File: src/vrcs_defs.svh
// Register map, field positions, reset values and source codes of the ramp clock select
`ifndef VRCS_DEFS_SVH
`define VRCS_DEFS_SVH

// ==========================================
// Bus widths
`define VRCS_ADDR_W 8
`define VRCS_DATA_W 16

// ==========================================
// Register offsets
`define VRCS_OFS_RAMP_CTRL 8'h24
`define VRCS_OFS_REC_GATE 8'h25
`define VRCS_OFS_PLAY_GATE 8'h26
`define VRCS_OFS_STATUS 8'h27

// ==========================================
// Field positions
`define VRCS_FORCE_BIT 0
`define VRCS_SEL_LSB 1
`define VRCS_SEL_MSB 3
`define VRCS_APPLY_BIT 8
`define VRCS_USE_BIT 0
`define VRCS_STAT_SRC_BIT 0
`define VRCS_STAT_PEND_BIT 1

// ==========================================
// Reset values
`define VRCS_RAMP_CTRL_RST 16'h0000
`define VRCS_GATE_RST 1'h0

// ==========================================
// Source select codes
`define VRCS_SEL_REC 3'h0
`define VRCS_SEL_PLAY 3'h1
`define VRCS_SEL_REC_MST 3'h7

`endif

File: src/vrcs_pkg.sv
// Types shared by the ramp clock select block
`include "vrcs_defs.svh"

package vrcs_pkg;

    typedef enum logic {
        VRCS_SRC_REC = 1'b0,
        VRCS_SRC_PLAY = 1'b1
    } vrcs_src_t;

    typedef enum logic [1:0] {
        VRCS_ST_IDLE = 2'b00,
        VRCS_ST_WAIT = 2'b01
    } vrcs_state_t;

    typedef struct packed {
        logic [`VRCS_ADDR_W-1:0] addr;
        logic [`VRCS_DATA_W-1:0] wdata;
        logic wr;
        logic rd;
    } vrcs_bus_req_t;

    typedef struct packed {
        logic frame;
        logic bitclk;
    } vrcs_clk_pins_t;

endpackage

File: src/vrcs_top.sv
// Ramp clock source select and converter clock input gating
//
// What this block does
// Code 000 picks record frame clock, 001 playback, 111 record when master.
// Source changes only on a control write with the apply bit set.
// Force 0 waits until both frame clocks are low; force 1 switches at once.
// Record clock inputs are blocked while its use bit is 0, passed when 1.
// Playback clock inputs are blocked while its use bit is 0, passed when 1.
// Apply bit clears itself once applied; reserved codes keep current source.
//
// The plain strobed port was chosen for this implementation.
`timescale 1ns/1ps
`include "vrcs_defs.svh"

module vrcs_top
    import vrcs_pkg::*;
(
    // Clock, reset, enable
    input wire logic mclk,
    input wire logic arst_n,
    input wire logic ce,
    // Register port
    input wire vrcs_pkg::vrcs_bus_req_t bus_req,
    output logic [`VRCS_DATA_W-1:0] rd_data_reg,
    // Same-domain mode input
    input wire logic rec_master,
    // Interface clock pins
    input wire vrcs_pkg::vrcs_clk_pins_t rec_pins,
    input wire vrcs_pkg::vrcs_clk_pins_t play_pins,
    // Ramp pacing
    output logic ramp_tick_reg,
    output vrcs_pkg::vrcs_src_t ramp_src_reg,
    output logic switch_pending_reg,
    // Admitted converter clocks
    output vrcs_pkg::vrcs_clk_pins_t rec_clk_out_reg,
    output vrcs_pkg::vrcs_clk_pins_t play_clk_out_reg
);
    import vrcs_pkg::*;

    // ==========================================
    // Pin synchronisers
    // Frame and bit clocks come from the serial interfaces, so nothing reads them raw
    logic [3:0] pin_q;
    logic [3:0] pin_rise;

    vrcs_sync #(.W(4)) i_vrcs_sync (
        .mclk(mclk),
        .arst_n(arst_n),
        .ce(ce),
        .din({rec_pins.frame, rec_pins.bitclk, play_pins.frame, play_pins.bitclk}),
        .q(pin_q),
        .rise(pin_rise)
    );

    logic rec_frame_s, play_frame_s;
    assign rec_frame_s = pin_q[3];
    assign play_frame_s = pin_q[1];

    // ==========================================
    // Decode of the select field: {valid, source}
    function automatic logic [1:0] sel_decode(input logic [2:0] sel, input logic mst);
        logic [1:0] res;
        res = 2'b00;
        case (sel)
            `VRCS_SEL_REC: res = {1'b1, VRCS_SRC_REC};
            `VRCS_SEL_PLAY: res = {1'b1, VRCS_SRC_PLAY};
            // Code 111 is only meaningful while the record side drives its own clocks
            `VRCS_SEL_REC_MST: res = {mst, VRCS_SRC_REC};
            default: res = 2'b00;
        endcase
        return res;
    endfunction

    function automatic logic is_wr(input vrcs_bus_req_t r, input logic [7:0] ofs);
        return r.wr && (r.addr == ofs);
    endfunction

    // ==========================================
    // Control registers
    logic force_reg, force_next;
    logic [2:0] sel_reg, sel_next;
    logic rec_use_reg, rec_use_next;
    logic play_use_reg, play_use_next;
    vrcs_state_t state_reg, state_next;
    vrcs_src_t target_reg, target_next;
    vrcs_src_t src_next;
    logic pending_next;
    logic [1:0] wr_dec;
    logic safe_now;
    logic ctrl_wr;

    assign safe_now = !rec_frame_s && !play_frame_s;
    assign ctrl_wr = is_wr(bus_req, `VRCS_OFS_RAMP_CTRL);
    assign wr_dec = sel_decode(bus_req.wdata[`VRCS_SEL_MSB:`VRCS_SEL_LSB], rec_master);

    always_comb begin
        force_next = force_reg;
        sel_next = sel_reg;
        rec_use_next = rec_use_reg;
        play_use_next = play_use_reg;
        state_next = state_reg;
        target_next = target_reg;
        src_next = ramp_src_reg;
        if (ce) begin
            case (state_reg)
                VRCS_ST_IDLE: begin
                    state_next = VRCS_ST_IDLE;
                end
                VRCS_ST_WAIT: begin
                    // safe or forced handover
                    if (force_reg || safe_now) begin
                        src_next = target_reg;
                        // apply self-clears
                        state_next = VRCS_ST_IDLE;
                    end
                end
                default: state_next = VRCS_ST_IDLE;
            endcase
            if (ctrl_wr) begin
                force_next = bus_req.wdata[`VRCS_FORCE_BIT];
                sel_next = bus_req.wdata[`VRCS_SEL_MSB:`VRCS_SEL_LSB];
                // apply starts a change
                // code decode
                // reserved code ignored
                if (bus_req.wdata[`VRCS_APPLY_BIT] && wr_dec[1]) begin
                    target_next = vrcs_src_t'(wr_dec[0]);
                    // A new request in the completing cycle stays pending
                    state_next = VRCS_ST_WAIT;
                end
            end
            // record use bit
            if (is_wr(bus_req, `VRCS_OFS_REC_GATE)) begin
                rec_use_next = bus_req.wdata[`VRCS_USE_BIT];
            end
            // playback use bit
            if (is_wr(bus_req, `VRCS_OFS_PLAY_GATE)) begin
                play_use_next = bus_req.wdata[`VRCS_USE_BIT];
            end
        end
    end

    assign pending_next = (state_next == VRCS_ST_WAIT);

    always_ff @(posedge mclk or negedge arst_n) begin
        if (!arst_n) begin
            force_reg <= 1'(`VRCS_RAMP_CTRL_RST >> `VRCS_FORCE_BIT);
            sel_reg <= 3'h0;
            rec_use_reg <= `VRCS_GATE_RST;
            play_use_reg <= `VRCS_GATE_RST;
            state_reg <= VRCS_ST_IDLE;
            target_reg <= VRCS_SRC_REC;
            ramp_src_reg <= VRCS_SRC_REC;
            switch_pending_reg <= 1'b0;
        end else begin
            force_reg <= force_next;
            sel_reg <= sel_next;
            rec_use_reg <= rec_use_next;
            play_use_reg <= play_use_next;
            state_reg <= state_next;
            target_reg <= target_next;
            ramp_src_reg <= src_next;
            switch_pending_reg <= pending_next;
        end
    end

    // ==========================================
    // Clock admission and ramp tick
    logic tick_next;
    vrcs_clk_pins_t rec_out_next, play_out_next;

    always_comb begin
        tick_next = ramp_tick_reg;
        rec_out_next = rec_clk_out_reg;
        play_out_next = play_clk_out_reg;
        if (ce) begin
            // Unforced switching only while both frames are low keeps this edge honest
            tick_next = (ramp_src_reg == VRCS_SRC_REC) ? pin_rise[3] : pin_rise[1];
            // record gating
            rec_out_next = rec_use_reg ? vrcs_clk_pins_t'(pin_q[3:2]) : '0;
            // playback gating
            play_out_next = play_use_reg ? vrcs_clk_pins_t'(pin_q[1:0]) : '0;
        end
    end

    always_ff @(posedge mclk or negedge arst_n) begin
        if (!arst_n) begin
            ramp_tick_reg <= 1'b0;
            rec_clk_out_reg <= '0;
            play_clk_out_reg <= '0;
        end else begin
            ramp_tick_reg <= tick_next;
            rec_clk_out_reg <= rec_out_next;
            play_clk_out_reg <= play_out_next;
        end
    end

    // ==========================================
    // Read port
    logic [`VRCS_DATA_W-1:0] rd_next;

    always_comb begin
        rd_next = rd_data_reg;
        if (ce) begin
            rd_next = '0;
            if (bus_req.rd) begin
                case (bus_req.addr)
                    `VRCS_OFS_RAMP_CTRL: begin
                        rd_next[`VRCS_FORCE_BIT] = force_reg;
                        rd_next[`VRCS_SEL_MSB:`VRCS_SEL_LSB] = sel_reg;
                        // Apply reads back as 1 until the change has landed
                        rd_next[`VRCS_APPLY_BIT] = switch_pending_reg;
                    end
                    `VRCS_OFS_REC_GATE: rd_next[`VRCS_USE_BIT] = rec_use_reg;
                    `VRCS_OFS_PLAY_GATE: rd_next[`VRCS_USE_BIT] = play_use_reg;
                    `VRCS_OFS_STATUS: begin
                        rd_next[`VRCS_STAT_SRC_BIT] = ramp_src_reg;
                        rd_next[`VRCS_STAT_PEND_BIT] = switch_pending_reg;
                    end
                    default: rd_next = '0;
                endcase
            end
        end
    end

    always_ff @(posedge mclk or negedge arst_n) begin
        if (!arst_n) begin
            rd_data_reg <= '0;
        end else begin
            rd_data_reg <= rd_next;
        end
    end

    // Checks run only on enabled cycles, since a low enable freezes every register
    logic apply_wr;
    logic [2:0] wr_sel;
    assign apply_wr = ctrl_wr && bus_req.wdata[`VRCS_APPLY_BIT];
    assign wr_sel = bus_req.wdata[`VRCS_SEL_MSB:`VRCS_SEL_LSB];
endmodule

File: src/vrcs_sync.sv
// Three-stage pin synchroniser: level from stage two, rising-edge detect from stages two and three
`timescale 1ns/1ps

module vrcs_sync #(
    parameter int W = 4
) (
    // Clock and reset
    input wire logic mclk,
    input wire logic arst_n,
    input wire logic ce,
    // Pins
    input wire logic [W-1:0] din,
    // Settled levels and edges
    output logic [W-1:0] q,
    output logic [W-1:0] rise
);

    logic [W-1:0] s1_reg, s2_reg, s3_reg;
    logic [W-1:0] s1_next, s2_next, s3_next;

    // ==========================================
    // Stage chain
    always_comb begin
        s1_next = s1_reg;
        s2_next = s2_reg;
        s3_next = s3_reg;
        if (ce) begin
            s1_next = din;
            s2_next = s1_reg;
            s3_next = s2_reg;
        end
    end

    always_ff @(posedge mclk or negedge arst_n) begin
        if (!arst_n) begin
            s1_reg <= '0;
            s2_reg <= '0;
            s3_reg <= '0;
        end else begin
            s1_reg <= s1_next;
            s2_reg <= s2_next;
            s3_reg <= s3_next;
        end
    end

    // Edge taken from stages two and three only; stage one may be metastable
    assign q = s2_reg;
    assign rise = s2_reg & ~s3_reg;

endmodule

File: config.mk
export PLATFORM = sky130hd
export DESIGN_NAME = vrcs_top
export DESIGN_NICKNAME = d
export VERILOG_FILES = /design/src/vrcs_pkg.sv /design/src/vrcs_top.sv /design/src/vrcs_sync.sv
export VERILOG_INCLUDE_DIRS = /design/src /design/src/src
export SDC_FILE = /design/constraint.sdc
export NUM_CORES = 1
export LEC_CHECK = 0
export BUFFER_PORTS_ARGS = -buffer_cell sky130_fd_sc_hd__clkbuf_2
export CAP_MARGIN = 0
export CORE_ASPECT_RATIO = 0.8
export CORE_MARGIN = 3
export CORE_UTILIZATION = 45
export CTS_BUF_LIST = sky130_fd_sc_hd__clkbuf_8
export DETAILED_ROUTE_END_ITERATION = 10
export MAX_ROUTING_LAYER = met4
export PLACE_DENSITY = 0.76
export SKIP_CTS_REPAIR_TIMING = 1
export SLEW_MARGIN = 30
export SYNTH_ARGS = -nofsm -noshare
export SYNTH_HDL_FRONTEND = slang
export SYNTH_SLANG_ARGS = --single-unit
File: constraint.sdc
create_clock -name mclk -period 3.4 [get_ports mclk]
set_input_delay 0.17 -clock mclk [delete_from_list [all_inputs] [get_ports mclk]]
set_output_delay 0.17 -clock mclk [all_outputs]
set_load 0.05 [all_outputs]
=== Word level (Yosys, flattened, before mapping) ===
Index checks and enable logic that the tools add are counted.
Widths: inputs -> output; s select.

* Input port bits: 34
* Bits in registers: 44
* Word-level logic and storage cells: 55

* Reduce and logical (&&, ||, !) cells: 14
* Eq/ne operators: 8
* Bitwise logic cells: 2
* Mux-type cells: 14

{| class="wikitable"
|+ Operators with widths
! operator !! number
|-
| $eq 8x6->1 const B || 4
|-
| $mux 2 || 8
|-
| $mux 9 || 1
|-
| $pmux 2 s3 || 1
|-
| $reduce_and 2->1 || 3
|-
| $reduce_and 3->1 || 2
|-
| $logic_and 1x1->1 || 5
|-
| $and 4x4->4 || 1
|-
| $eq 2x1->1 const B || 2
|-
| $not 4->4 || 1
|-
| $pmux 1 s4 || 1
|-
| $eq 3x1->1 const B || 1
|-
| $eq 3x3->1 const B || 1
|-
| $logic_not 3->1 || 1
|-
| $logic_not 1->1 || 2
|-
| $mux 1 || 2
|-
| $pmux 1 s2 || 1
|-
| $logic_or 1x1->1 || 1
|}

=== Longest topological paths before layout ===
Gate-level depths: netlist of the first run.

* Word-level depth: 9
* Mapped depth: 5

=== Modules after synthesis ===
Synthesis of the first run repeated with hierarchy kept, for this count alone.

* Cell total of the unflattened synthesis: 123
* Area, all modules: 1586.5 um2

{| class="wikitable"
|+ Modules (own cells, without submodules)
! module !! times used !! area each (um2) !! cells an instance
|-
| vrcs_top || 1 || 1077.3 || 94
|-
| vrcs_sync || 1 || 509.2 || 29
|}

=== Worst setup path after synthesis of the first run ===
No wires, ideal clock.

* Kind: input to register
* Start: input port bus_req[22] in the netlist's numbering
* End: register rec_use_reg
* Data arrival time: 1.367 ns
* Setup slack: 1.905 ns
* Data required time: 3.273 ns
* Stages on the path: 4
* Buffers on the path: 0
* Path through: or4b_4 -> nor3b_2 -> nand4_1 -> mux2_1

* Longest elaborated chain between the ends: 3

{| class="wikitable"
|+ RTL lines
! what !! RTL line !! RTL
|-
| start, declared || vrcs_top.sv:23 || <nowiki>input wire vrcs_pkg::vrcs_bus_req_t bus_req,</nowiki>
|-
| $eq 8x6->1 || vrcs_top.sv:75 || <nowiki>return r.wr && (r.addr == ofs);</nowiki>
|-
| $logic_and 1x1->1 || vrcs_top.sv:75 ||
|-
| $reduce_and 2->1 (no line) || - ||
|-
| end signal, assigned || vrcs_top.sv:148 || <nowiki>rec_use_reg <= `VRCS_GATE_RST;</nowiki>
|-
| end signal, assigned || vrcs_top.sv:157 || <nowiki>rec_use_reg <= rec_use_next;</nowiki>
|-
| end, declared || vrcs_top.sv:82 || <nowiki>logic rec_use_reg, rec_use_next;</nowiki>
|}

No other way between the ends.
A chain may end at the register's enable or synchronous reset.

=== Final worst setup path of the first run ===
* Start: input port ce
* End: register force_reg

* Longest elaborated chain between the ends: 1

{| class="wikitable"
|+ RTL lines
! what !! RTL line !! RTL
|-
| start, declared || vrcs_top.sv:21 || <nowiki>input wire logic ce,</nowiki>
|-
| $reduce_and 2->1 (no line) || - ||
|-
| end signal, assigned || vrcs_top.sv:146 || <nowiki>force_reg <= 1'(`VRCS_RAMP_CTRL_RST >> `VRCS_FORCE_BIT);</nowiki>
|-
| end signal, assigned || vrcs_top.sv:155 || <nowiki>force_reg <= force_next;</nowiki>
|-
| end, declared || vrcs_top.sv:80 || <nowiki>logic force_reg, force_next;</nowiki>
|}

No other way between the ends.

==> impl_metrics.py, run 1 <==
metrics = {
    "status": {
        "run_status": "complete, no violations",
    },
    "die": {
        "fp.dieW_um": 68.6,
        "fp.dieArea_sq_um": 3850,
        "floorplan.initialDensity": 0.491,
        "rows": 17,
        "placeableCoreArea_sq_um": 2870,
        "fp.dieH_um": 56.1,
        "i_o_pin_count": 57,
    },
    "synth": {
        "synthDistinctLibCells": 24,
        "netlist_top_cells_area": "sky130_fd_sc_hd__dfrtp_1 55%, sky130_fd_sc_hd__mux2_2 12%, sky130_fd_sc_hd__buf_4 5.9%, sky130_fd_sc_hd__o21ai_0 4.3%, sky130_fd_sc_hd__nand2_1 2.9%",
        "yosysTopAreaCell": "sky130_fd_sc_hd__dfrtp_1",
        "synth_compound_gate_area_share": 0.0710,
        "synth-edff-count": 0,
        "postSynthAreaPerCell_sq_um": 11.4,
        "postSynth.asyncResetShare": 1.00,
        "synth_adder_area_share": 0,
        "main_combinational_cell_family_by_area_after_synthesis": "multiplexers",
        "yosysSeqAreaShare": 0.550,
        "yosys_register_bits": 31,
        "synth-simple-area-share": 0.137,
        "share_of_synthesized_area_spent_on_multiplexers": 0.144,
        "synthXorXnorAreaFrac": 0,
        "dominantRegCellSynth": "sky130_fd_sc_hd__dfrtp_1",
        "yosysWarnings": 0,
        "synthesis.instances": 124,
        "synth_top_area_frac": 0.550,
        "syn-cell-area_sq_um": 1410,
        "yosys.cell_count.top_type": "sky130_fd_sc_hd__dfrtp_1",
        "synth_top_cells_by_count": "31 x sky130_fd_sc_hd__dfrtp_1, 15 x sky130_fd_sc_hd__mux2_2, 12 x sky130_fd_sc_hd__o21ai_0",
    },
    "worst_setup_path": {
        "worst-path-max-fanout": 34,
        "cp-end-kind": "flip-flop",
        "reg2reg_depth": 3,
        "worst-endpoint-required_ns": 3.57,
        "cp.arrival_ns": 1.67,
        "setup.worst_path.class": "in2reg",
        "slowest_library_cell_on_the_worst_path": "sky130_fd_sc_hd__clkbuf_2",
        "timing.critical_path.cells": "clkbuf_2, nand4bb_1, nor2_1, nand2_1, mux2_2",
        "crit_path_start_kind": "input pin",
        "delay_of_the_slowest_critical_path_stage_ns": 0.49,
    },
    "global_routing": {
        "grt_max_degree": 35,
        "grt_first_pass_wirelength_um": 4270,
        "first_global_vias": 918,
        "overflow": 0,
        "grt.total_usage": 0.158,
        "antenna_violations_before_repair": 0,
    },
    "final_layout": {
        "finish.net_count": 195,
        "final_core_utilization": 0.590,
        "insertedDiodeCount": 0,
        "fillCellCount": 238,
        "post_route_cells_drive_above_1_share": 0.377,
        "multi_input_comb_area_sq_um": 537,
        "area_growth_syn_to_layout_pct": 20.2,
        "largest_register_ffs": 5,
        "final_cell_count_no_fill": 200,
        "sequential_cell_area_sq_um": 776,
    },
    "timing": {
        "timing.final.max_slew_violations": 0,
        "grt_setup_unrepaired": "false",
        "finalWorstPathRequiredPeriod_ns": 1.50,
        "achievable-frequency_mhz": 667,
        "hold_viol": 0,
        "final_setup_viols": 0,
        "slew-limit-headroom": 0.508,
        "final.setup.tns_ns": 0,
        "timing.hold.ws_ns": 0.112,
        "finalCritPeriodShare": 0.441,
        "finClkSkew_ns": 0.00689,
        "tightestPinTransition_ns": 0.738,
    },
    "detailed_routing": {
        "antenna_violating_nets_post_route": 0,
        "detail_route.drc_violations": 0,
        "pre_repair_dr_iteration_count": 4,
        "avgRoutedWirePerCell_um": 12.9,
        "viasPerCell": 5.02,
        "finalWirelength_um": 2590,
        "vias": 1004,
        "detail_route.iter0.violations": 82,
    },
    "cts": {
        "clock_sinks": 31,
        "tritoncts": "yes",
        "clk_transition_reported_paths_ns": 0.07,
        "clock_tree.root_cell": "sky130_fd_sc_hd__clkbuf_8",
        "cts_inserted_buffers": 5,
        "ctsHtreeMaxLevel": 2,
        "clockBufferDepth": 2,
        "worstSkewPairLatency_ns": 0.29,
    },
    "run": {
        "drv.max_cap_violation_count": 0,
    },
    "placement": {
        "gpl.final_weighted_congestion": 0.771,
        "io_buffer_count": 34,
        "numPlacedInstances": 191,
        "post-dp-hpwl_um": 1910,
    },
    "min_path": {
        "worstHoldPathType": "in2reg",
        "worst_hold_depth": 2,
    },
    "power_and_ir_drop": {
        "p_per_area_nw_per_um2": 515,
        "worst_ir_drop_vdd_mv": 0.311,
        "leak_nw": 0.824,
    },
}
[per-stage QoR]
stage | instance area, sq um | total power, mW | setup slack (ns)
finish | 1700 | 0.873 | 1.90
global route | 1700 | 0.915 | 1.72
CTS | 1690 | 0.887 | 1.94
detailed placement | 1570 | 0.508 | 1.63
global placement | 1570 | 0.504 | 1.68
floorplan | 1450 | 0.484 | 1.91
[worst paths after layout]
kind	from	end	slack (ns)
worst min register to register	state_reg[0]$_DFF_PN0_	state_reg[0]$_DFF_PN0_	0.46
min in group asynchronous	arst_n	i_vrcs_sync.q[0]$_DFFE_PN0P_	0.48
worst max register to register	ramp_src_reg$_DFFE_PN0P_	rd_data_reg[0]$_DFFE_PN0P_	2.15
max in group asynchronous	arst_n	i_vrcs_sync.s1_reg[0]$_DFFE_PN0P_	2.45
worst min-delay path	rec_pins[0]	i_vrcs_sync.s1_reg[2]$_DFFE_PN0P_	0.11
worst max-delay path	ce	force_reg$_DFFE_PN0P_	1.90
[power by group]
part	internal (mW)	leakage, nW	total [mW]	switching (mW)
Clock	0.237	0.0612	0.372	0.135
Combinational	0.0328	0.354	0.0994	0.0666
Sequential	0.389	0.409	0.402	0.0128
Total	0.659	0.824	0.873	0.214
[placed cells by master (no fill, tap or decap), drive strengths merged]
master	instances
clkbuf	40
dfrtp	31
mux2	16
o21ai	12
nand2	11
conb	11
inv	10
nand3	7
nand4	4
nor2	3
nor2b	3
o21bai	1
or4b	1
nand4bb	1
nor4b	1
nor3b	1
and4	1
a32oi	1
mux4	1
o2bb2ai	1
o32a	1
a21oi	1
clkinv	1
bufinv	1
dlygate4sd3	1
[logic make-up after synthesis]
| group | count (synthesis) |
|---|---|
| and+or+nand+nor | 33 |
| DFF | 31 |
| buffers and inverters | 25 |
| AOI/OAI and AO/OA | 17 |
| muxes | 17 |
| other | 1 |
[critical path: cells and delay by family]
| kind | cells | cell delay (ns) |
|---|---|---|
| buffers and inverters | 1 | 0.49 |
| muxes | 1 | 0.31 |
| and+or+nand+nor | 3 | 0.68 |
[per-layer routing]
layer / part of all wire / GRT usage / wire length (um)
met1: 0.44 / 0.197 / 1140
met2: 0.44 / 0.218 / 1150
met3: 0.096 / 0.0667 / 248
met4: 0.020 / 0.0765 / 52
met5: 0 / - / 0
[cell type report]
cell class,instances,area share
Sequential cell,31,0.458
Multi-Input combinational cell,78,0.317
Timing Repair Buffer,35,0.106
Clock buffer,6,0.0487
Tap cell,38,0.0280
Inverter,10,0.0221
Clock inverter,2,0.0207
Note: power is estimated with default switching activity, not from simulation.
==> inputs of run 2 (changes only) <==
clock period = 1.4 ns   (was 3.4 ns; I/O delays follow)
==> run 2 against run 1 <==
Global-route usage up 0.82 points. Design area is 1.4% higher. Clock power is 74% higher. Routed wire length is 7.7% higher. Combinational power rose to 2.5 times the previous value. Critical path depth unchanged. Count of clock-buffer cells in the layout is 1 lower. Sequential power is 140% higher. Register-to-register slack got worse by 2.0 ns. Worst hold slack got worse by 0.088 ns. Sequential cell count did not move. Utilization is 0.83 points higher. Critical path type unchanged. Critical endpoint is now sel_reg[1]$_DFFE_PN0P_. Largest cell class unchanged. Largest power group unchanged.
==> impl_metrics.py, run 2 (synthesis gave the netlist of run 1 again) <==
metrics = {
    "final_layout": {
        "area_growth_syn_to_layout_pct": 21.9,
        "largest_register_ffs": 5,
        "highest_count_cells_in_the_layout_ignoring_fill_and_taps": "34 x sky130_fd_sc_hd__clkbuf_2, 31 x sky130_fd_sc_hd__dfrtp_1, 15 x sky130_fd_sc_hd__mux2_2",
        "mostFrequentLayoutCell": "sky130_fd_sc_hd__clkbuf_2",
        "layout.cell_area.non_filler_sq_um": 1720,
        "multi_input_comb_area_sq_um": 537,
        "insertedDiodeCount": 0,
        "finish.net_count": 203,
        "fillCellCount": 242,
        "sequential_cell_area_sq_um": 776,
        "post_route_cells_drive_above_1_share": 0.394,
    },
    "detailed_routing": {
        "vias": 1027,
        "detail_route.iter0.violations": 69,
        "pre_repair_dr_iteration_count": 4,
        "detail_route.drc_violations": 0,
        "avgRoutedWirePerCell_um": 13.4,
        "antenna_violating_nets_post_route": 0,
        "finalWirelength_um": 2790,
        "viasPerCell": 4.94,
    },
    "timing": {
        "final_setup_viols": 0,
        "finalWorstPathRequiredPeriod_ns": 1.24,
        "timing.final.max_slew_violations": 0,
        "grt_setup_unrepaired": "false",
        "finalCritPeriodShare": 0.888,
        "finClkSkew_ns": 0.00590,
        "timing.hold.ws_ns": 0.0236,
        "achievable-frequency_mhz": 805,
        "hold_viol": 0,
    },
    "power_and_ir_drop": {
        "power.share.switching": 0.272,
        "share_seq_of_total_power": 0.522,
        "worst_ir_drop_vdd_mv": 0.766,
        "clock_power_share": 0.345,
        "p_switching_mw": 0.509,
        "p_per_area_nw_per_um2": 1090,
        "power.share.combinational": 0.133,
        "totalPowerFinal_mw": 1.87,
        "intPower_mw": 1.36,
        "leak_nw": 0.853,
    },
    "status": {
        "run_status": "complete, no violations",
    },
    "die": {
        "placeableCoreArea_sq_um": 2870,
        "fp.dieArea_sq_um": 3850,
        "fp.dieW_um": 68.6,
        "floorplan.initialDensity": 0.491,
        "rows": 17,
        "fp.dieH_um": 56.1,
        "i_o_pin_count": 57,
    },
    "run": {
        "drv.max_cap_violation_count": 0,
    },
    "global_routing": {
        "antenna_violations_before_repair": 0,
        "grt.total_usage": 0.166,
        "first_global_vias": 1005,
        "overflow": 0,
        "grt_max_degree": 34,
        "grt_first_pass_wirelength_um": 4620,
    },
    "cts": {
        "ctsHtreeMaxLevel": 2,
        "tritoncts": "yes",
        "clock_sinks": 31,
        "worstSkewPairLatency_ns": 0.28,
        "cts_inserted_buffers": 5,
        "clockBufferDepth": 2,
        "clock_tree.root_cell": "sky130_fd_sc_hd__clkbuf_8",
        "clk_transition_reported_paths_ns": 0.06,
    },
    "worst_setup_path": {
        "ff2ff_setup_slack_ns": 0.18,
        "worst-endpoint-required_ns": 1.57,
        "crit_path_start_kind": "input pin",
        "setup.worst_path.class": "in2reg",
        "cp-end-kind": "flip-flop",
        "cp.arrival_ns": 1.41,
        "worst-path-max-fanout": 5,
    },
    "placement": {
        "post-dp-hpwl_um": 2160,
        "postPlaceCellArea_sq_um": 1630,
        "io_buffer_count": 34,
        "gpl.final_weighted_congestion": 0.805,
    },
    "min_path": {
        "worstHoldPathType": "in2reg",
    },
}
run 2: cell types whose count changed in the layout (fill, tap and decap cells not counted), sizes merged:
cell,delta
buf,+8
bufinv,-1
clkbuf,-1
inv,+2
run 2: final cells by class:
class | count | share of cell area
inverters | 10 | 0.0218
well taps | 38 | 0.0277
repair buffers | 43 | 0.140
multi-input cells | 78 | 0.312
clock inverters | 3 | 0.00728
flip-flops and latches | 31 | 0.451
clock buffers | 5 | 0.0400
run 2: worst max-delay path, cell delays in order:
cell and delay (ns):
sky130_fd_sc_hd__clkbuf_2 0.08, sky130_fd_sc_hd__or4b_4 0.55, sky130_fd_sc_hd__nor2_1 0.21, sky130_fd_sc_hd__nand2_1 0.18, sky130_fd_sc_hd__mux2_2 0.31
run 2: per-layer routing:
layer | share of wire | wire (um) | vias to the layer above | track usage
met4 | 0.017 | 46 | 0 | 0.0595
met1 | 0.45 | 1250 | 483 | 0.213
met2 | 0.47 | 1300 | 41 | 0.252
met5 | 0 | 0 | - | -
li1 | - | - | 498 | -
met3 | 0.068 | 189 | 5 | 0.0424
run 2: worst paths after layout:
path                                    startpoint                                 to  depth (start not counted)
min reg2reg                 state_reg[0]$_DFF_PN0_             state_reg[0]$_DFF_PN0_                          2
max reg2reg                rec_use_reg$_DFFE_PN0P_         rd_data_reg[0]$_DFFE_PN0P_                          3
max in group asynchronous                   arst_n       switch_pending_reg$_DFF_PN0_                          3
min                                   play_pins[1]  i_vrcs_sync.s1_reg[1]$_DFFE_PN0P_                          2
max                                    bus_req[22]             sel_reg[1]$_DFFE_PN0P_                          5
min in group asynchronous                   arst_n    play_clk_out_reg[0]$_DFFE_PN0P_                          3
run 2: power groups by stage:
stage | clock network [mW] | registers, mW | logic, mW
final | 0.646 | 0.977 | 0.249
after detailed placement | 0 | 0.994 | 0.249
after global routing | 0.703 | 0.986 | 0.273
after floorplan | 0 | 1.01 | 0.171
after global placement | 0 | 0.990 | 0.241
after CTS | 0.665 | 0.978 | 0.250
run 2: metrics by stage:
stage / setup WS [ns] / std cells / util / TNS, ns
final: 0.157 / 208 / 0.599 / 0
after global routing: 0.0515 / 208 / 0.599 / 0
after CTS: 0.146 / 207 / 0.595 / 0
after detailed placement: -0.151 / 199 / 0.567 / -1.21
after global placement: -0.0998 / 199 / 0.567 / -0.528
after floorplan: 0.00547 / 134 / - / 0
==> inputs of run 3 (changes only) <==
CORE_UTILIZATION = 49   (was 45)
PLACE_DENSITY = 0.82   (was 0.76)
==> run 3 against run 2 <==
Sequential power is essentially flat. Design area is essentially flat. Register-to-register slack gained 0.02 ns. Worst hold slack lost 0.0078 ns. Sequential share of layout area is essentially flat. Power grew 5.6%. Utilization grew 6.7 points. Clock skew shrank 0.0032 ns. Non-clock buffer count shrank 2. Global-route usage grew 1.4 points. First-iteration DRC count shrank 57%. Combinational power is essentially flat.
==> impl_metrics.py, run 3 (synthesis gave the netlist of run 1 again) <==
metrics = {
    "detailed_routing": {
        "pre_repair_dr_iteration_count": 5,
        "finalWirelength_um": 2740,
        "avgRoutedWirePerCell_um": 13.4,
        "antenna_violating_nets_post_route": 0,
        "viasPerCell": 5.15,
        "vias": 1051,
        "detail_route.drc_violations": 0,
        "detail_route.iter0.violations": 30,
    },
    "min_path": {
        "worstHoldPathType": "in2reg",
    },
    "final_layout": {
        "final_cell_count_no_fill": 204,
        "layout.cell_area.non_filler_sq_um": 1720,
        "highest_count_cells_in_the_layout_ignoring_fill_and_taps": "34 x sky130_fd_sc_hd__clkbuf_2, 31 x sky130_fd_sc_hd__dfrtp_1, 15 x sky130_fd_sc_hd__mux2_2",
        "post_route_cells_drive_above_1_share": 0.393,
        "mostFrequentLayoutCell": "sky130_fd_sc_hd__clkbuf_2",
        "finish.net_count": 201,
        "insertedDiodeCount": 0,
        "area_growth_syn_to_layout_pct": 22.0,
        "final_core_utilization": 0.666,
        "fillCellCount": 197,
        "largest_register_ffs": 5,
    },
    "timing": {
        "timing.hold.ws_ns": 0.0158,
        "final.setup.tns_ns": 0,
        "grt_setup_unrepaired": "false",
        "finClkSkew_ns": 0.00268,
        "achievable-frequency_mhz": 804,
        "timing.final.max_slew_violations": 0,
        "finalWorstPathRequiredPeriod_ns": 1.24,
        "final_setup_viols": 0,
        "hold_viol": 0,
        "finalCritPeriodShare": 0.888,
    },
    "global_routing": {
        "grt_max_degree": 34,
        "overflow": 0,
        "grt_first_pass_wirelength_um": 4390,
        "antenna_violations_before_repair": 0,
        "grt.total_usage": 0.180,
        "first_global_vias": 961,
    },
    "power_and_ir_drop": {
        "worst_ir_drop_vdd_mv": 0.632,
        "share_seq_of_total_power": 0.495,
        "power.share.switching": 0.256,
        "clock_power_share": 0.380,
        "power.share.combinational": 0.125,
        "p_per_area_nw_per_um2": 1150,
        "intPower_mw": 1.47,
        "leak_nw": 0.848,
        "p_switching_mw": 0.507,
    },
    "cts": {
        "clk_transition_reported_paths_ns": 0.06,
        "clock_sinks": 31,
        "clockBufferDepth": 2,
        "cts_inserted_buffers": 5,
        "clock_tree.root_cell": "sky130_fd_sc_hd__clkbuf_8",
        "worstSkewPairLatency_ns": 0.28,
        "tritoncts": "yes",
        "ctsHtreeMaxLevel": 2,
    },
    "die": {
        "placeableCoreArea_sq_um": 2580,
        "fp.dieW_um": 66.0,
        "floorplan.initialDensity": 0.546,
        "i_o_pin_count": 57,
        "fp.dieH_um": 54.0,
        "fp.dieArea_sq_um": 3560,
        "rows": 16,
    },
    "worst_setup_path": {
        "cp.arrival_ns": 1.44,
        "worst-path-max-fanout": 4,
        "worst-endpoint-required_ns": 1.60,
        "cp-end-kind": "flip-flop",
        "crit_path_start_kind": "input pin",
        "setup.worst_path.class": "in2reg",
    },
    "run": {
        "drv.max_cap_violation_count": 0,
    },
    "placement": {
        "io_buffer_count": 34,
        "gpl.final_weighted_congestion": 0.800,
        "postPlaceCellArea_sq_um": 1610,
        "numPlacedInstances": 195,
        "post-dp-hpwl_um": 2080,
    },
    "status": {
        "run_status": "complete, no violations",
    },
}
[run 3: cell count changes in the layout (fill, tap and decap cells not counted), sizes merged]
cell	delta
clkbuf	+2
buf	-2
inv	-1
clkinv	-1
[run 3: per-layer routing]
metal | vias to the layer above | track usage | routed length (um)
met5 | - | - | 0
met1 | 515 | 0.213 | 1110
met2 | 37 | 0.278 | 1390
met4 | 0 | 0.111 | 55
li1 | 493 | - | -
met3 | 6 | 0.0501 | 187
[run 3: path summary, 6_finish.rpt]
check / startpoint / endpoint / slack, ns / cells after the start
worst max-delay path: bus_req[22] / rd_data_reg[1]$_DFFE_PN0P_ / 0.16 / 6
worst max register to register: ramp_src_reg$_DFFE_PN0P_ / rd_data_reg[0]$_DFFE_PN0P_ / 0.20 / 3
worst min-delay path: play_pins[1] / i_vrcs_sync.s1_reg[1]$_DFFE_PN0P_ / 0.02 / 2
worst min register to register: target_reg$_DFFE_PN0P_ / target_reg$_DFFE_PN0P_ / 0.49 / 1
min in group asynchronous: arst_n / i_vrcs_sync.q[1]$_DFFE_PN0P_ / 0.33 / 3
max in group asynchronous: arst_n / rd_data_reg[2]$_DFFE_PN0P_ / 0.79 / 3
[run 3: worst max-delay path, cell delays in order]
cell and delay [ns]:
sky130_fd_sc_hd__clkbuf_2 0.09, sky130_fd_sc_hd__or4b_4 0.55, sky130_fd_sc_hd__buf_4 0.15, sky130_fd_sc_hd__nor4b_2 0.38, sky130_fd_sc_hd__a32oi_1 0.09, sky130_fd_sc_hd__o21ai_0 0.11
[run 3: cell type report]
| cell class | instances | area (sq um) | share of cell area |
|---|---|---|---|
| clock buffers | 7 | 96.3 | 0.0560 |
| clock inverters | 1 | 3.75 | 0.00218 |
| inverters | 10 | 37.5 | 0.0218 |
| multi-input cells | 78 | 537 | 0.312 |
| flip-flops and latches | 31 | 776 | 0.451 |
| well taps | 36 | 45.0 | 0.0262 |
| repair buffers | 41 | 225 | 0.131 |
[run 3: per-stage QoR]
step | power, mW | worst slack, ns
after floorplan | 1.18 | 0.00547
after global placement | 1.23 | -0.0928
after detailed placement | 1.24 | -0.147
after CTS | 1.99 | 0.148
after global routing | 2.06 | 0.0882
final | 1.98 | 0.156
[run 3: power groups by stage]
stage,Sequential [mW],Combinational [mW],Clock [mW]
after global placement,0.990,0.239,0
after global routing,0.984,0.271,0.809
after detailed placement,0.995,0.246,0
after CTS,0.978,0.246,0.769
final,0.979,0.247,0.752
after floorplan,1.01,0.171,0
